`config.mk`:
```
export PLATFORM = sky130hd
export DESIGN_NAME = bioz_tx_rx_config_regs
export DESIGN_NICKNAME = d
export VERILOG_FILES = /design/src/verilog/bioz_cfg_pkg.sv /design/src/verilog/bioz_tx_rx_config_regs.sv
export SDC_FILE = /design/constraint.sdc
export NUM_CORES = 1
export LEC_CHECK = 0
export BUFFER_PORTS_ARGS = -buffer_cell sky130_fd_sc_hd__buf_2
export CORE_UTILIZATION = 32
export CTS_CLUSTER_SIZE = 28
export DETAILED_ROUTE_END_ITERATION = 10
export GPL_ROUTABILITY_DRIVEN = 0
export PLACE_DENSITY_LB_ADDON = 0.3
export SYNTH_ARGS = -nofsm -noshare
export SYNTH_HDL_FRONTEND = slang
export SYNTH_SLANG_ARGS = --single-unit
```
`constraint.sdc`:
```
create_clock -name core_clk -period 5.2 [get_ports core_clk]
set_input_delay 0.52 -clock core_clk [delete_from_list [all_inputs] [get_ports core_clk]]
set_output_delay 0.52 -clock core_clk [all_outputs]
set_load 0.01 [all_outputs]
```
`src/verilog/bioz_cfg_pkg.sv`:
```
// constants, field layout and types for the bioimpedance tx/rx configuration bank
// Behaviour
// - stimulus code 0x0 runs current drive into body through selected electrodes
// - code 0x1 drives sine voltage on first electrode, fourth held at tx mid-rail
// - code 0x2 switches first and fourth electrodes alternately between supply and ground
// - code 0x3 holds transmit in low-power reset, electrodes at tx mid-rail
// - fast-start active closes resistor switches tying both rx inputs to rx mid-rail
// - fast-start enable at 0 never activates fast-start, whatever hold says
// - enable 1, hold 0: fast-start runs about 200ms after a channel enables
// - enable and hold both 1 keep fast-start on until hold is written to 0
// - highpass codes 0-6 corners, 8-E resistances with caps shorted, 7/F bypass
// - amplifier power bit 0 selects low-noise high power, 1 selects low power
// - demod bypass 1 stops demodulation clock, 0 lets it run
// - gain codes give totals 1,2,5,10; first code amp 1, others amp 2
// - transmit standby disables rx chain unless rx-on-in-standby bit is 1
package bioz_cfg_pkg;

  // ----------------------------------------------------------------
  // bus and register map
  // ----------------------------------------------------------------
  localparam int unsigned ADDR_W = 12;
  localparam int unsigned IDX_W  = 8;
  localparam int unsigned DATA_W = 32;
  localparam int unsigned REG_W  = 8;

  // register indices; byte address is four times the index
  localparam logic [IDX_W-1:0] IDX_MODE_CTRL  = 8'h20;
  localparam logic [IDX_W-1:0] IDX_STATUS     = 8'h21;
  localparam logic [IDX_W-1:0] IDX_FAST_START = 8'h23;
  localparam logic [IDX_W-1:0] IDX_FILT_GAIN  = 8'h24;
  localparam logic [IDX_W-1:0] IDX_TX_DRV_AMP = 8'h25;

  // writable bit masks and reset values
  localparam logic [REG_W-1:0] MASK_MODE_CTRL  = 8'h1F;
  localparam logic [REG_W-1:0] MASK_FAST_START = 8'h03;
  localparam logic [REG_W-1:0] MASK_FILT_GAIN  = 8'hFF;
  localparam logic [REG_W-1:0] MASK_TX_DRV_AMP = 8'hFF;
  localparam logic [REG_W-1:0] RST_MODE_CTRL   = 8'h03;
  localparam logic [REG_W-1:0] RST_FAST_START  = 8'h00;
  localparam logic [REG_W-1:0] RST_FILT_GAIN   = 8'h00;
  localparam logic [REG_W-1:0] RST_TX_DRV_AMP  = 8'h80;

  // field positions
  localparam int unsigned STIM_LSB     = 0;
  localparam int unsigned IEN_BIT      = 2;
  localparam int unsigned QEN_BIT      = 3;
  localparam int unsigned STBYON_BIT   = 4;
  localparam int unsigned FS_EN_BIT    = 0;
  localparam int unsigned FS_HOLD_BIT  = 1;
  localparam int unsigned GAIN_LSB     = 0;
  localparam int unsigned DM_BIT       = 2;
  localparam int unsigned INA_BIT      = 3;
  localparam int unsigned HPF_LSB      = 4;
  localparam int unsigned ST_FAST_BIT  = 0;
  localparam int unsigned ST_RXON_BIT  = 1;
  localparam int unsigned ST_STIM_LSB  = 2;

  // field codes
  localparam logic [1:0] STIM_CURRENT = 2'h0;
  localparam logic [1:0] STIM_VOLTAGE = 2'h1;
  localparam logic [1:0] STIM_HBRIDGE = 2'h2;
  localparam logic [1:0] STIM_STANDBY = 2'h3;
  localparam logic [3:0] HPF_BYPASS_A = 4'h7;
  localparam logic [3:0] HPF_BYPASS_B = 4'hF;
  localparam logic [1:0] GAIN_UNITY   = 2'h0;
  localparam logic [1:0] PGA_X1       = 2'h0;
  localparam logic [1:0] PGA_X2P5     = 2'h1;
  localparam logic [1:0] PGA_X5       = 2'h2;

  localparam logic [1:0] RESP_OKAY   = 2'h0;
  localparam logic [1:0] RESP_SLVERR = 2'h2;

  // ----------------------------------------------------------------
  // timing
  // ----------------------------------------------------------------
  localparam int unsigned CLK_PERIOD_NS  = 10;
  localparam int unsigned FAST_START_MS  = 200;
  localparam int unsigned FAST_START_CYC = FAST_START_MS * 1000000 / CLK_PERIOD_NS;
  localparam int unsigned FS_CNT_W       = 25;
  localparam int unsigned HB_HALF_CYC    = 16;
  localparam int unsigned HB_CNT_W       = 16;

  // transmit stimulus state, one-hot
  typedef enum logic [3:0] {
    TX_CURRENT = 4'b0001,
    TX_VOLTAGE = 4'b0010,
    TX_HBRIDGE = 4'b0100,
    TX_STANDBY = 4'b1000
  } tx_mode_t;

endpackage : bioz_cfg_pkg

```
`src/verilog/bioz_tx_rx_config_regs.sv`:
```
// configuration bank and control decode for the bioimpedance transmit and receive paths
`timescale 1ns/1ps
`default_nettype none
module bioz_tx_rx_config_regs #(
  parameter int unsigned FAST_START_CYCLES = bioz_cfg_pkg::FAST_START_CYC,
  parameter int unsigned HBRIDGE_HALF_CYC  = bioz_cfg_pkg::HB_HALF_CYC
) (
  // clock and reset
  input  wire logic                              core_clk,
  input  wire logic                              rst_n,
  // axi4-lite write address and data
  input  wire logic [bioz_cfg_pkg::ADDR_W-1:0]   s_axi_awaddr,
  input  wire logic                              s_axi_awvalid,
  output logic                                   s_axi_awready,
  input  wire logic [bioz_cfg_pkg::DATA_W-1:0]   s_axi_wdata,
  input  wire logic [3:0]                        s_axi_wstrb,
  input  wire logic                              s_axi_wvalid,
  output logic                                   s_axi_wready,
  // axi4-lite write response
  output logic [1:0]                             s_axi_bresp,
  output logic                                   s_axi_bvalid,
  input  wire logic                              s_axi_bready,
  // axi4-lite read
  input  wire logic [bioz_cfg_pkg::ADDR_W-1:0]   s_axi_araddr,
  input  wire logic                              s_axi_arvalid,
  output logic                                   s_axi_arready,
  output logic [bioz_cfg_pkg::DATA_W-1:0]        s_axi_rdata,
  output logic [1:0]                             s_axi_rresp,
  output logic                                   s_axi_rvalid,
  input  wire logic                              s_axi_rready,
  // transmit controls
  output logic                                   tx_current_drive_en,
  output logic                                   tx_voltage_drive_en,
  output logic                                   tx_hbridge_en,
  output logic                                   tx_reset_hold,
  output logic                                   drive_electrode_first_mid,
  output logic                                   drive_electrode_fourth_mid,
  output logic                                   drive_electrode_first_high,
  output logic                                   drive_electrode_fourth_high,
  // receive controls
  output logic                                   inphase_chan_on,
  output logic                                   quad_chan_on,
  output logic                                   rx_chain_en,
  output logic                                   fast_start_switch_en,
  output logic                                   hpf_corner_en,
  output logic                                   hpf_res_en,
  output logic                                   hpf_bypass,
  output logic [2:0]                             hpf_step_sel,
  output logic                                   inamp_low_power,
  output logic                                   demod_clk_en,
  output logic                                   input_amplifier_gain2,
  output logic [1:0]                             second_stage_amp_sel,
  // raw transmit amplifier settings, decoded elsewhere
  output logic [7:0]                             tx_drive_amp_cfg
);
  import bioz_cfg_pkg::*;

  // ----------------------------------------------------------------
  // register storage
  // ----------------------------------------------------------------
  logic [REG_W-1:0]  mode_ctrl_q;
  logic [REG_W-1:0]  fast_start_q;
  logic [REG_W-1:0]  filt_gain_q;
  logic [REG_W-1:0]  tx_drv_amp_q;
  logic [REG_W-1:0]  status_w;
  // write channel holding
  logic              aw_full_q;
  logic              w_full_q;
  logic [IDX_W-1:0]  wr_idx_q;
  logic [REG_W-1:0]  wr_data_q;
  logic              wr_lane_q;
  logic              do_write;
  logic              bvalid_q;
  logic [1:0]        bresp_q;
  logic              wr_hit;
  // read channel
  logic              rvalid_q;
  logic [DATA_W-1:0] rdata_q;
  logic [1:0]        rresp_q;
  logic [IDX_W-1:0]  rd_idx;
  logic [REG_W-1:0]  rd_val;
  logic              rd_hit;

  // ----------------------------------------------------------------
  // axi write path
  // ----------------------------------------------------------------
  // address and data are caught independently, so either may come first
  assign s_axi_awready = ~aw_full_q & ~bvalid_q;
  assign s_axi_wready  = ~w_full_q & ~bvalid_q;
  assign do_write      = aw_full_q & w_full_q & ~bvalid_q;
  assign s_axi_bvalid  = bvalid_q;
  assign s_axi_bresp   = bresp_q;
  always_comb begin
    unique case (wr_idx_q)
      IDX_MODE_CTRL, IDX_STATUS, IDX_FAST_START, IDX_FILT_GAIN, IDX_TX_DRV_AMP: wr_hit = 1'b1;
      default: wr_hit = 1'b0;
    endcase
  end
  // address capture
  always_ff @(posedge core_clk or negedge rst_n) begin
    if (!rst_n) begin
      aw_full_q <= 1'b0;
      wr_idx_q  <= '0;
    end else if (s_axi_awvalid && s_axi_awready) begin
      aw_full_q <= 1'b1;
      wr_idx_q  <= s_axi_awaddr[IDX_W+1:2];
    end else if (do_write) begin
      aw_full_q <= 1'b0;
    end
  end
  // data capture; only lane 0 carries register bits
  always_ff @(posedge core_clk or negedge rst_n) begin
    if (!rst_n) begin
      w_full_q  <= 1'b0;
      wr_data_q <= '0;
      wr_lane_q <= 1'b0;
    end else if (s_axi_wvalid && s_axi_wready) begin
      w_full_q  <= 1'b1;
      wr_data_q <= s_axi_wdata[REG_W-1:0];
      wr_lane_q <= s_axi_wstrb[0];
    end else if (do_write) begin
      w_full_q <= 1'b0;
    end
  end
  // response; unmapped addresses answer slverr
  always_ff @(posedge core_clk or negedge rst_n) begin
    if (!rst_n) begin
      bvalid_q <= 1'b0;
      bresp_q  <= RESP_OKAY;
    end else if (do_write) begin
      bvalid_q <= 1'b1;
      bresp_q  <= wr_hit ? RESP_OKAY : RESP_SLVERR;
    end else if (s_axi_bready) begin
      bvalid_q <= 1'b0;
    end
  end

  // ----------------------------------------------------------------
  // configuration registers
  // ----------------------------------------------------------------
  // unused bits are masked off on write so they always read zero
  always_ff @(posedge core_clk or negedge rst_n) begin
    if (!rst_n) begin
      mode_ctrl_q <= RST_MODE_CTRL;
    end else if (do_write && wr_lane_q && wr_idx_q == IDX_MODE_CTRL) begin
      mode_ctrl_q <= wr_data_q & MASK_MODE_CTRL;
    end
  end
  always_ff @(posedge core_clk or negedge rst_n) begin
    if (!rst_n) begin
      fast_start_q <= RST_FAST_START;
    end else if (do_write && wr_lane_q && wr_idx_q == IDX_FAST_START) begin
      fast_start_q <= wr_data_q & MASK_FAST_START;
    end
  end
  always_ff @(posedge core_clk or negedge rst_n) begin
    if (!rst_n) begin
      filt_gain_q <= RST_FILT_GAIN;
    end else if (do_write && wr_lane_q && wr_idx_q == IDX_FILT_GAIN) begin
      filt_gain_q <= wr_data_q & MASK_FILT_GAIN;
    end
  end
  always_ff @(posedge core_clk or negedge rst_n) begin
    if (!rst_n) begin
      tx_drv_amp_q <= RST_TX_DRV_AMP;
    end else if (do_write && wr_lane_q && wr_idx_q == IDX_TX_DRV_AMP) begin
      tx_drv_amp_q <= wr_data_q & MASK_TX_DRV_AMP;
    end
  end

  // ----------------------------------------------------------------
  // axi read path
  // ----------------------------------------------------------------
  assign s_axi_arready = ~rvalid_q;
  assign s_axi_rvalid  = rvalid_q;
  assign s_axi_rdata   = rdata_q;
  assign s_axi_rresp   = rresp_q;
  assign rd_idx        = s_axi_araddr[IDX_W+1:2];
  always_comb begin
    rd_hit = 1'b1;
    unique case (rd_idx)
      IDX_MODE_CTRL:  rd_val = mode_ctrl_q;
      IDX_STATUS:     rd_val = status_w;
      IDX_FAST_START: rd_val = fast_start_q;
      IDX_FILT_GAIN:  rd_val = filt_gain_q;
      IDX_TX_DRV_AMP: rd_val = tx_drv_amp_q;
      default: begin
        rd_val = '0;
        rd_hit = 1'b0;
      end
    endcase
  end
  // upper 24 bits always read zero
  always_ff @(posedge core_clk or negedge rst_n) begin
    if (!rst_n) begin
      rvalid_q <= 1'b0;
      rdata_q  <= '0;
      rresp_q  <= RESP_OKAY;
    end else if (s_axi_arvalid && s_axi_arready) begin
      rvalid_q <= 1'b1;
      rdata_q  <= {{(DATA_W-REG_W){1'b0}}, rd_val};
      rresp_q  <= rd_hit ? RESP_OKAY : RESP_SLVERR;
    end else if (s_axi_rready) begin
      rvalid_q <= 1'b0;
    end
  end

  // ----------------------------------------------------------------
  // fast-start sequencer
  // ----------------------------------------------------------------
  logic                fs_en;
  logic                fs_hold;
  logic                chan_any;
  logic                chan_any_q;
  logic                chan_rise;
  logic [FS_CNT_W-1:0] fs_cnt_q;
  logic                fs_active;
  assign fs_en     = fast_start_q[FS_EN_BIT];
  assign fs_hold   = fast_start_q[FS_HOLD_BIT];
  assign chan_any  = mode_ctrl_q[IEN_BIT] | mode_ctrl_q[QEN_BIT];
  assign chan_rise = chan_any & ~chan_any_q;
  always_ff @(posedge core_clk or negedge rst_n) begin
    if (!rst_n) begin
      chan_any_q <= 1'b0;
    end else begin
      chan_any_q <= chan_any;
    end
  end
  // timer is cleared whenever automatic mode does not apply, so a later
  // hold release ends fast-start at once instead of resuming a stale count
  always_ff @(posedge core_clk or negedge rst_n) begin
    if (!rst_n) begin
      fs_cnt_q <= '0;
    end else if (!fs_en || fs_hold) begin
      fs_cnt_q <= '0;
    end else if (chan_rise) begin
      fs_cnt_q <= FS_CNT_W'(FAST_START_CYCLES);
    end else if (fs_cnt_q != '0) begin
      fs_cnt_q <= fs_cnt_q - FS_CNT_W'(1);
    end
  end
  // enable gates both hold and timer
  assign fs_active = fs_en & (fs_hold | (fs_cnt_q != '0));

  // ----------------------------------------------------------------
  // transmit mode and h-bridge phase
  // ----------------------------------------------------------------
  tx_mode_t            tx_mode;
  logic [HB_CNT_W-1:0] hb_cnt_q;
  logic                hb_phase_q;
  always_comb begin
    unique case (mode_ctrl_q[STIM_LSB +: 2])
      STIM_CURRENT: tx_mode = TX_CURRENT;
      STIM_VOLTAGE: tx_mode = TX_VOLTAGE;
      STIM_HBRIDGE: tx_mode = TX_HBRIDGE;
      STIM_STANDBY: tx_mode = TX_STANDBY;
    endcase
  end
  // phase divider only runs in h-bridge mode so it starts from a known side
  always_ff @(posedge core_clk or negedge rst_n) begin
    if (!rst_n) begin
      hb_cnt_q   <= '0;
      hb_phase_q <= 1'b0;
    end else if (tx_mode != TX_HBRIDGE) begin
      hb_cnt_q   <= '0;
      hb_phase_q <= 1'b0;
    end else if (hb_cnt_q == HB_CNT_W'(HBRIDGE_HALF_CYC - 1)) begin
      hb_cnt_q   <= '0;
      hb_phase_q <= ~hb_phase_q;
    end else begin
      hb_cnt_q <= hb_cnt_q + HB_CNT_W'(1);
    end
  end

  // ----------------------------------------------------------------
  // registered control outputs
  // ----------------------------------------------------------------
  logic       rx_on;
  logic [3:0] hpf_code;
  logic [1:0] gain_code;
  assign rx_on     = (tx_mode != TX_STANDBY) | mode_ctrl_q[STBYON_BIT];
  assign hpf_code  = filt_gain_q[HPF_LSB +: 4];
  assign gain_code = filt_gain_q[GAIN_LSB +: 2];
  assign status_w  = {3'b000, mode_ctrl_q[STIM_LSB +: 2], 1'b0, rx_on, fs_active};
  // transmit switch decode
  always_ff @(posedge core_clk or negedge rst_n) begin
    if (!rst_n) begin
      tx_current_drive_en         <= 1'b0;
      tx_voltage_drive_en         <= 1'b0;
      tx_hbridge_en               <= 1'b0;
      tx_reset_hold               <= 1'b1;
      drive_electrode_first_mid   <= 1'b1;
      drive_electrode_fourth_mid  <= 1'b1;
      drive_electrode_first_high  <= 1'b0;
      drive_electrode_fourth_high <= 1'b0;
    end else begin
      tx_current_drive_en         <= tx_mode == TX_CURRENT;
      tx_voltage_drive_en         <= tx_mode == TX_VOLTAGE;
      tx_hbridge_en               <= tx_mode == TX_HBRIDGE;
      tx_reset_hold               <= tx_mode == TX_STANDBY;
      drive_electrode_first_mid   <= tx_mode == TX_STANDBY;
      drive_electrode_fourth_mid  <= tx_mode == TX_VOLTAGE || tx_mode == TX_STANDBY;
      drive_electrode_first_high  <= tx_mode == TX_HBRIDGE && !hb_phase_q;
      drive_electrode_fourth_high <= tx_mode == TX_HBRIDGE && hb_phase_q;
    end
  end
  // receive decode
  always_ff @(posedge core_clk or negedge rst_n) begin
    if (!rst_n) begin
      inphase_chan_on       <= 1'b0;
      quad_chan_on          <= 1'b0;
      rx_chain_en           <= 1'b0;
      fast_start_switch_en  <= 1'b0;
      hpf_corner_en         <= 1'b1;
      hpf_res_en            <= 1'b0;
      hpf_bypass            <= 1'b0;
      hpf_step_sel          <= '0;
      inamp_low_power       <= 1'b0;
      demod_clk_en          <= 1'b0;
      input_amplifier_gain2 <= 1'b0;
      second_stage_amp_sel  <= PGA_X1;
      tx_drive_amp_cfg      <= RST_TX_DRV_AMP;
    end else begin
      inphase_chan_on       <= mode_ctrl_q[IEN_BIT] & rx_on;
      quad_chan_on          <= mode_ctrl_q[QEN_BIT] & rx_on;
      rx_chain_en           <= rx_on;
      fast_start_switch_en  <= fs_active;
      hpf_bypass            <= hpf_code == HPF_BYPASS_A || hpf_code == HPF_BYPASS_B;
      hpf_corner_en         <= !hpf_code[3] && hpf_code != HPF_BYPASS_A;
      hpf_res_en            <= hpf_code[3] && hpf_code != HPF_BYPASS_B;
      hpf_step_sel          <= hpf_code[2:0];
      inamp_low_power       <= filt_gain_q[INA_BIT];
      demod_clk_en          <= !filt_gain_q[DM_BIT] && rx_on;
      input_amplifier_gain2 <= gain_code != GAIN_UNITY;
      // codes 1..3 map to second-stage 1, 2.5, 5
      second_stage_amp_sel  <= (gain_code == GAIN_UNITY) ? PGA_X1
                                                         : gain_code - 2'h1;
      tx_drive_amp_cfg      <= tx_drv_amp_q;
    end
  end

endmodule : bioz_tx_rx_config_regs
`default_nettype wire

```
# [Yosys cells after proc, flatten, opt, wreduce, memory -nomap -nowiden]
# Index checks and enable logic that the tools add are counted.
[classes] bitwise_logic=17 eq_ne=24 mux=21 n_addsub=3 reduce_logical=32
[ops] operator="$eq A8 B6 Y1 const B" count=10
[ops] operator="$mux W25" count=3
[ops] operator="$pmux W8 S5" count=1
[ops] operator="$mux W16" count=2
[ops] operator="$reduce_bool A25 Y1" count=1
[ops] operator="$sub A25 B1 Y25 const B" count=1
[ops] operator="$add A16 B1 Y16 const B" count=1
[ops] operator="$eq A16 B4 Y1 const B" count=1
[ops] operator="$pmux W4 S4" count=1
[ops] operator="$logic_and A1 B1 Y1" count=13
[ops] operator="$reduce_bool A2 Y1" count=6
[ops] operator="$mux W1" count=11
[ops] operator="$reduce_or A5 Y1" count=2
[ops] operator="$and A1 B1 Y1" count=8
[ops] operator="$eq A4 B3 Y1 const B" count=2
[ops] operator="$eq A4 B4 Y1 const B" count=2
[ops] operator="$ne A4 B3 Y1 const B" count=2
[ops] operator="$ne A4 B4 Y1 const B" count=2
[ops] operator="$mux W2" count=3
[ops] operator="$not A1 Y1" count=6
[ops] operator="$eq A2 B2 Y1 const B" count=2
[ops] operator="$eq A4 B1 Y1 const B" count=1
[ops] operator="$eq A4 B2 Y1 const B" count=1
[ops] operator="$logic_not A1 Y1" count=4
[ops] operator="6 further kinds" count=11
[totals] output_inout_bits=72 in_bits=67 ff_bits=129

# [Logic depth before layout (Yosys ltp)]
[depth] depth_word=5 depth_mapped=8 ltp_nobuf=7

# [Worst setup path after synthesis]
# No wires, ideal clock.
[synth_timing] path_kind="reg2reg" from="register wr_idx_q[4]" to="register tx_drv_amp_q[0]" t_required_ns=5.075 arrival_ns=1.856 path_stages_with_launch=7 setup_time_ns=0.125 period_less_slack_ns=1.981 setup_slack_ns=3.219 path_cell_list="dfrtp_1 > nand2b_1 > or4_4 > nor4_2 > and3_1 > buf_2 > mux2_2"
[synth_between] elab_chain_cells=2
[synth_rtl] item="start: declaration" line_no="bioz_tx_rx_config_regs.sv:69" rtl="logic [IDX_W-1:0] wr_idx_q;"
[synth_rtl] item="start signal: assignment" line_no="bioz_tx_rx_config_regs.sv:106" rtl="wr_idx_q <= s_axi_awaddr[IDX_W+1:2];"
[synth_rtl] item="$eq A8 B6 Y1" line_no="bioz_tx_rx_config_regs.sv:166" rtl="end else if (do_write && wr_lane_q && wr_idx_q == IDX_TX_DRV_AMP) begin"
[synth_rtl] item="$logic_and A1 B1 Y1" line_no="bioz_tx_rx_config_regs.sv:166"
[synth_rtl] item="end signal: assignment" line_no="bioz_tx_rx_config_regs.sv:167" rtl="tx_drv_amp_q <= wr_data_q & MASK_TX_DRV_AMP;"
[synth_rtl] item="end: declaration" line_no="bioz_tx_rx_config_regs.sv:64" rtl="logic [REG_W-1:0] tx_drv_amp_q;"
# Every way passes these cells.
# A chain may end at the register's enable or synchronous reset.

# [Worst setup path in the final report]
[layout_timing] from="register fs_cnt_q[8]" to="register fs_cnt_q[15]"
[layout_between] elab_chain_cells=4
[layout_rtl] item="start: declaration" line_no="bioz_tx_rx_config_regs.sv:216" rtl="logic [FS_CNT_W-1:0] fs_cnt_q;"
[layout_rtl] item="start signal: assignment" line_no="bioz_tx_rx_config_regs.sv:237" rtl="fs_cnt_q <= FS_CNT_W'(FAST_START_CYCLES);"
[layout_rtl] item="start signal: assignment" line_no="bioz_tx_rx_config_regs.sv:239" rtl="fs_cnt_q <= fs_cnt_q - FS_CNT_W'(1);"
[layout_rtl] item="$sub A25 B1 Y25" line_no="bioz_tx_rx_config_regs.sv:239"
[layout_rtl] item="$mux W25" line_no="bioz_tx_rx_config_regs.sv:238" rtl="end else if (fs_cnt_q != '0) begin"
[layout_rtl] item="$mux W25" line_no="bioz_tx_rx_config_regs.sv:236" rtl="end else if (chan_rise) begin"
[layout_rtl] item="$mux W25" line_no="bioz_tx_rx_config_regs.sv:234" rtl="end else if (!fs_en || fs_hold) begin"
# Several ways; a longest one is shown, not always the timed one. The select of a mux whose other input is x is not followed.

==> impl_metrics.env <==
export IMPL_area_growth_pct=19.4
export IMPL_antenna_found_initial=1
export IMPL_cts_root_buffer="clkbuf_16"
export IMPL_grt_ovfl_total=0
export IMPL_final_cell_area_sq_um=6770
export IMPL_drive_gt1_share_pct=29.1
export IMPL_cts_buffers=17
export IMPL_status="complete, no violations"
export IMPL_chipHeight_microns=135
export IMPL_grt_pass1_vias=3922
export IMPL_syn_area_sq_um=5670
export IMPL_synth_cells=496
export IMPL_synth_avg_cell_area_sq_um=11.4
export IMPL_cts_max_level=4
export IMPL_postCtsHoldBufs=0
export IMPL_hold_viol=0
export IMPL_period_share_pct=45.7
export IMPL_cts_resized_gates=0
export IMPL_layout_setup_ws_ns=2.83
export IMPL_rsz0062_at_grt="no"
export IMPL_nNetsFinal=645
export IMPL_placed_cell_area_sq_um=6160
export IMPL_clk_path_buf_depth=2
export IMPL_drv_slew=0
export IMPL_cts_sinks=127
export IMPL_wl_microns=11800
export IMPL_numPortBuffers=77
export IMPL_critical_path_class="reg -> reg"
export IMPL_ys_ff_latch=127
export IMPL_setup_viol=0
export IMPL_firstDrtPassIters=4
export IMPL_track_usage_pct=14.2
export IMPL_wire_per_inst_microns=14.5
export IMPL_r2r_end="fs_cnt_q[15]"
export IMPL_reg2reg_slack_ns=2.83
export IMPL_hpwl_microns=8280
export IMPL_die_x_microns=135
export IMPL_cts_tree="done"
export IMPL_finClkSkew_ns=0.0100
export IMPL_required_ns=5.54
export IMPL_arrival_ns=2.71
export IMPL_synth_edf_count=0
export IMPL_post_cts_buffers=0
export IMPL_power_w=0.00273
export IMPL_ys_seq_area_share_pct=56.2
export IMPL_die_area_sq_um=18300
export IMPL_setup_tns_final_ns=0
export IMPL_clk_pin_slew_worst_paths_ns=0.06
export IMPL_reg2reg_from="fs_cnt_q[8]"
export IMPL_peakVddDrop_uv=318
export IMPL_hold_path_class="in -> async"
export IMPL_vias=3942
export IMPL_layout_common_cells="120 x dfrtp_1, 76 x buf_2, 47 x nor2_1"
export IMPL_power_density_nw_per_um2=403
export IMPL_max_freq_mhz=421
export IMPL_mostFrequentLayoutCell="dfrtp_1"
export IMPL_startpoint_type="flip-flop"
export IMPL_yosys_most_used_dff="dfrtp_1"
export IMPL_crit_fanout=10
export IMPL_holdWs_ns=0.225
export IMPL_cap_violations=0
export IMPL_drc_errors=0
export IMPL_drt_iter0_drc=157
export IMPL_tightest_slew_ns=0.963
export IMPL_cp_end_kind="flip-flop"
export IMPL_synth_cell_types=55
export IMPL_grt_pass1_wl_microns=19900
export IMPL_start_util_pct=32.8
export IMPL_vias_per_cell=4.84
export IMPL_fillers=1722
export IMPL_reg2regPathDepth=5
export IMPL_antenna_left=0
export IMPL_leakage_nw=3.26
export IMPL_min_period_ns=2.37
export IMPL_insertion_delay_ns=0.42
export IMPL_slew_headroom_pct=35.8
export IMPL_pre_cts_slack_ns=2.90
export IMPL_num_io_pins=139
export IMPL_ys_warnings_count=0
export IMPL_grt_max_degree=78
export IMPL_startpoint="fs_cnt_q[8]"
export IMPL_std_cell_rows=48
export IMPL_async_reset_ff_share_pct=100
export IMPL_core_sq_um=17300
-- per-layer routing --
metal,vias up,track usage [%],wire length [microns]
met2,110,22.8,5850
li1,1854,-,-
met5,-,0,12
met1,1959,17.2,5020
met4,2,5.56,199
met3,17,5.48,758
-- power breakdown --
| part | internal [W] | switching, W | leakage, nW | total [W] |
|---|---|---|---|---|
| clock network | 0.000734 | 0.000476 | 0.297 | 0.00121 |
| registers | 0.00111 | 0.0000948 | 1.68 | 0.00121 |
| logic | 0.000153 | 0.000160 | 1.28 | 0.000314 |
-- worst max-delay path, cell delays in order (launching register included) --
cell and delay (ns):
dfrtp_1 0.43, nor3_1 0.50, nand3_2 0.29, nor3_1 0.70
o41ai_1 0.20, a21oi_1 0.16
-- state kept, by name, summed over array words and instances (netlist names), 2 cells and up --
signal	cells
wr_data_q	8
mode_ctrl_q	5
wr_idx_q	8
tx_drive_amp_cfg	8
second_stage_amp_sel	2
s_axi_rdata	8
hb_cnt_q	16
filt_gain_q	8
hpf_step_sel	3
tx_drv_amp_q	8
fast_start_q	2
fs_cnt_q	25
-- stage by stage --
step / cells / util, %
3_3_place_gp: 781 / 35.6
3_5_place_dp: 781 / 35.6
5_1_grt: 813 / 39.1
6_report: 814 / 39.1
2_1_floorplan: 521 / -
4_1_cts: 813 / 39.1
-- worst max path at each step --
stage / end / slack [ns]
finish: fs_cnt_q[15] / 2.83
global route: fs_cnt_q[15] / 2.60
CTS: fs_cnt_q[15] / 2.87
detailed placement: fs_cnt_q[17] / 2.90
global placement: fs_cnt_q[15] / 2.87
floorplan: tx_drv_amp_q[0] / 3.22
-- synth_stat cells, drive strengths merged (7+ instances only) --
| library cell | n | area (sq um) |
|---|---|---|
| a21oi | 14 | 70.1 |
| and2 | 8 | 50.1 |
| buf | 33 | 239 |
| clkbuf | 10 | 37.5 |
| dfrtp | 120 | 3000 |
| dfstp | 7 | 184 |
| inv | 9 | 33.8 |
| mux2 | 40 | 450 |
| nand2 | 28 | 105 |
| nand2b | 10 | 62.6 |
| nand3 | 11 | 60.1 |
| nor2 | 49 | 189 |
| nor3 | 10 | 50.1 |
| nor4 | 13 | 118 |
| o21ai | 27 | 135 |
| or4 | 11 | 90.1 |
| xnor2 | 8 | 70.1 |
| xor2 | 19 | 166 |
-- cell families after synthesis --
family          after synthesis  synth area share (%)
xor+xnor                     27                  4.17
compound gates               63                  6.71
other cells                   1                0.0661
simple gates                176                  17.1
fa+ha+maj                     3                 0.662
flops                       127                  56.2
buf+inv                      52                  5.47
mux                          47                  9.62
-- layout make-up --
class / instances / area (sq um) / share of cell area (%)
antenna: 1 / 2.50 / 0.0370
clock buffer: 18 / 439 / 6.49
clock inverter: 14 / 165 / 2.44
inverter: 9 / 33.8 / 0.499
multi-input combinational: 342 / 2270 / 33.5
sequential: 127 / 3190 / 47.1
tap: 225 / 282 / 4.16
timing repair buffer: 78 / 395 / 5.84
No activity file was read; power rests on OpenSTA's default activity.
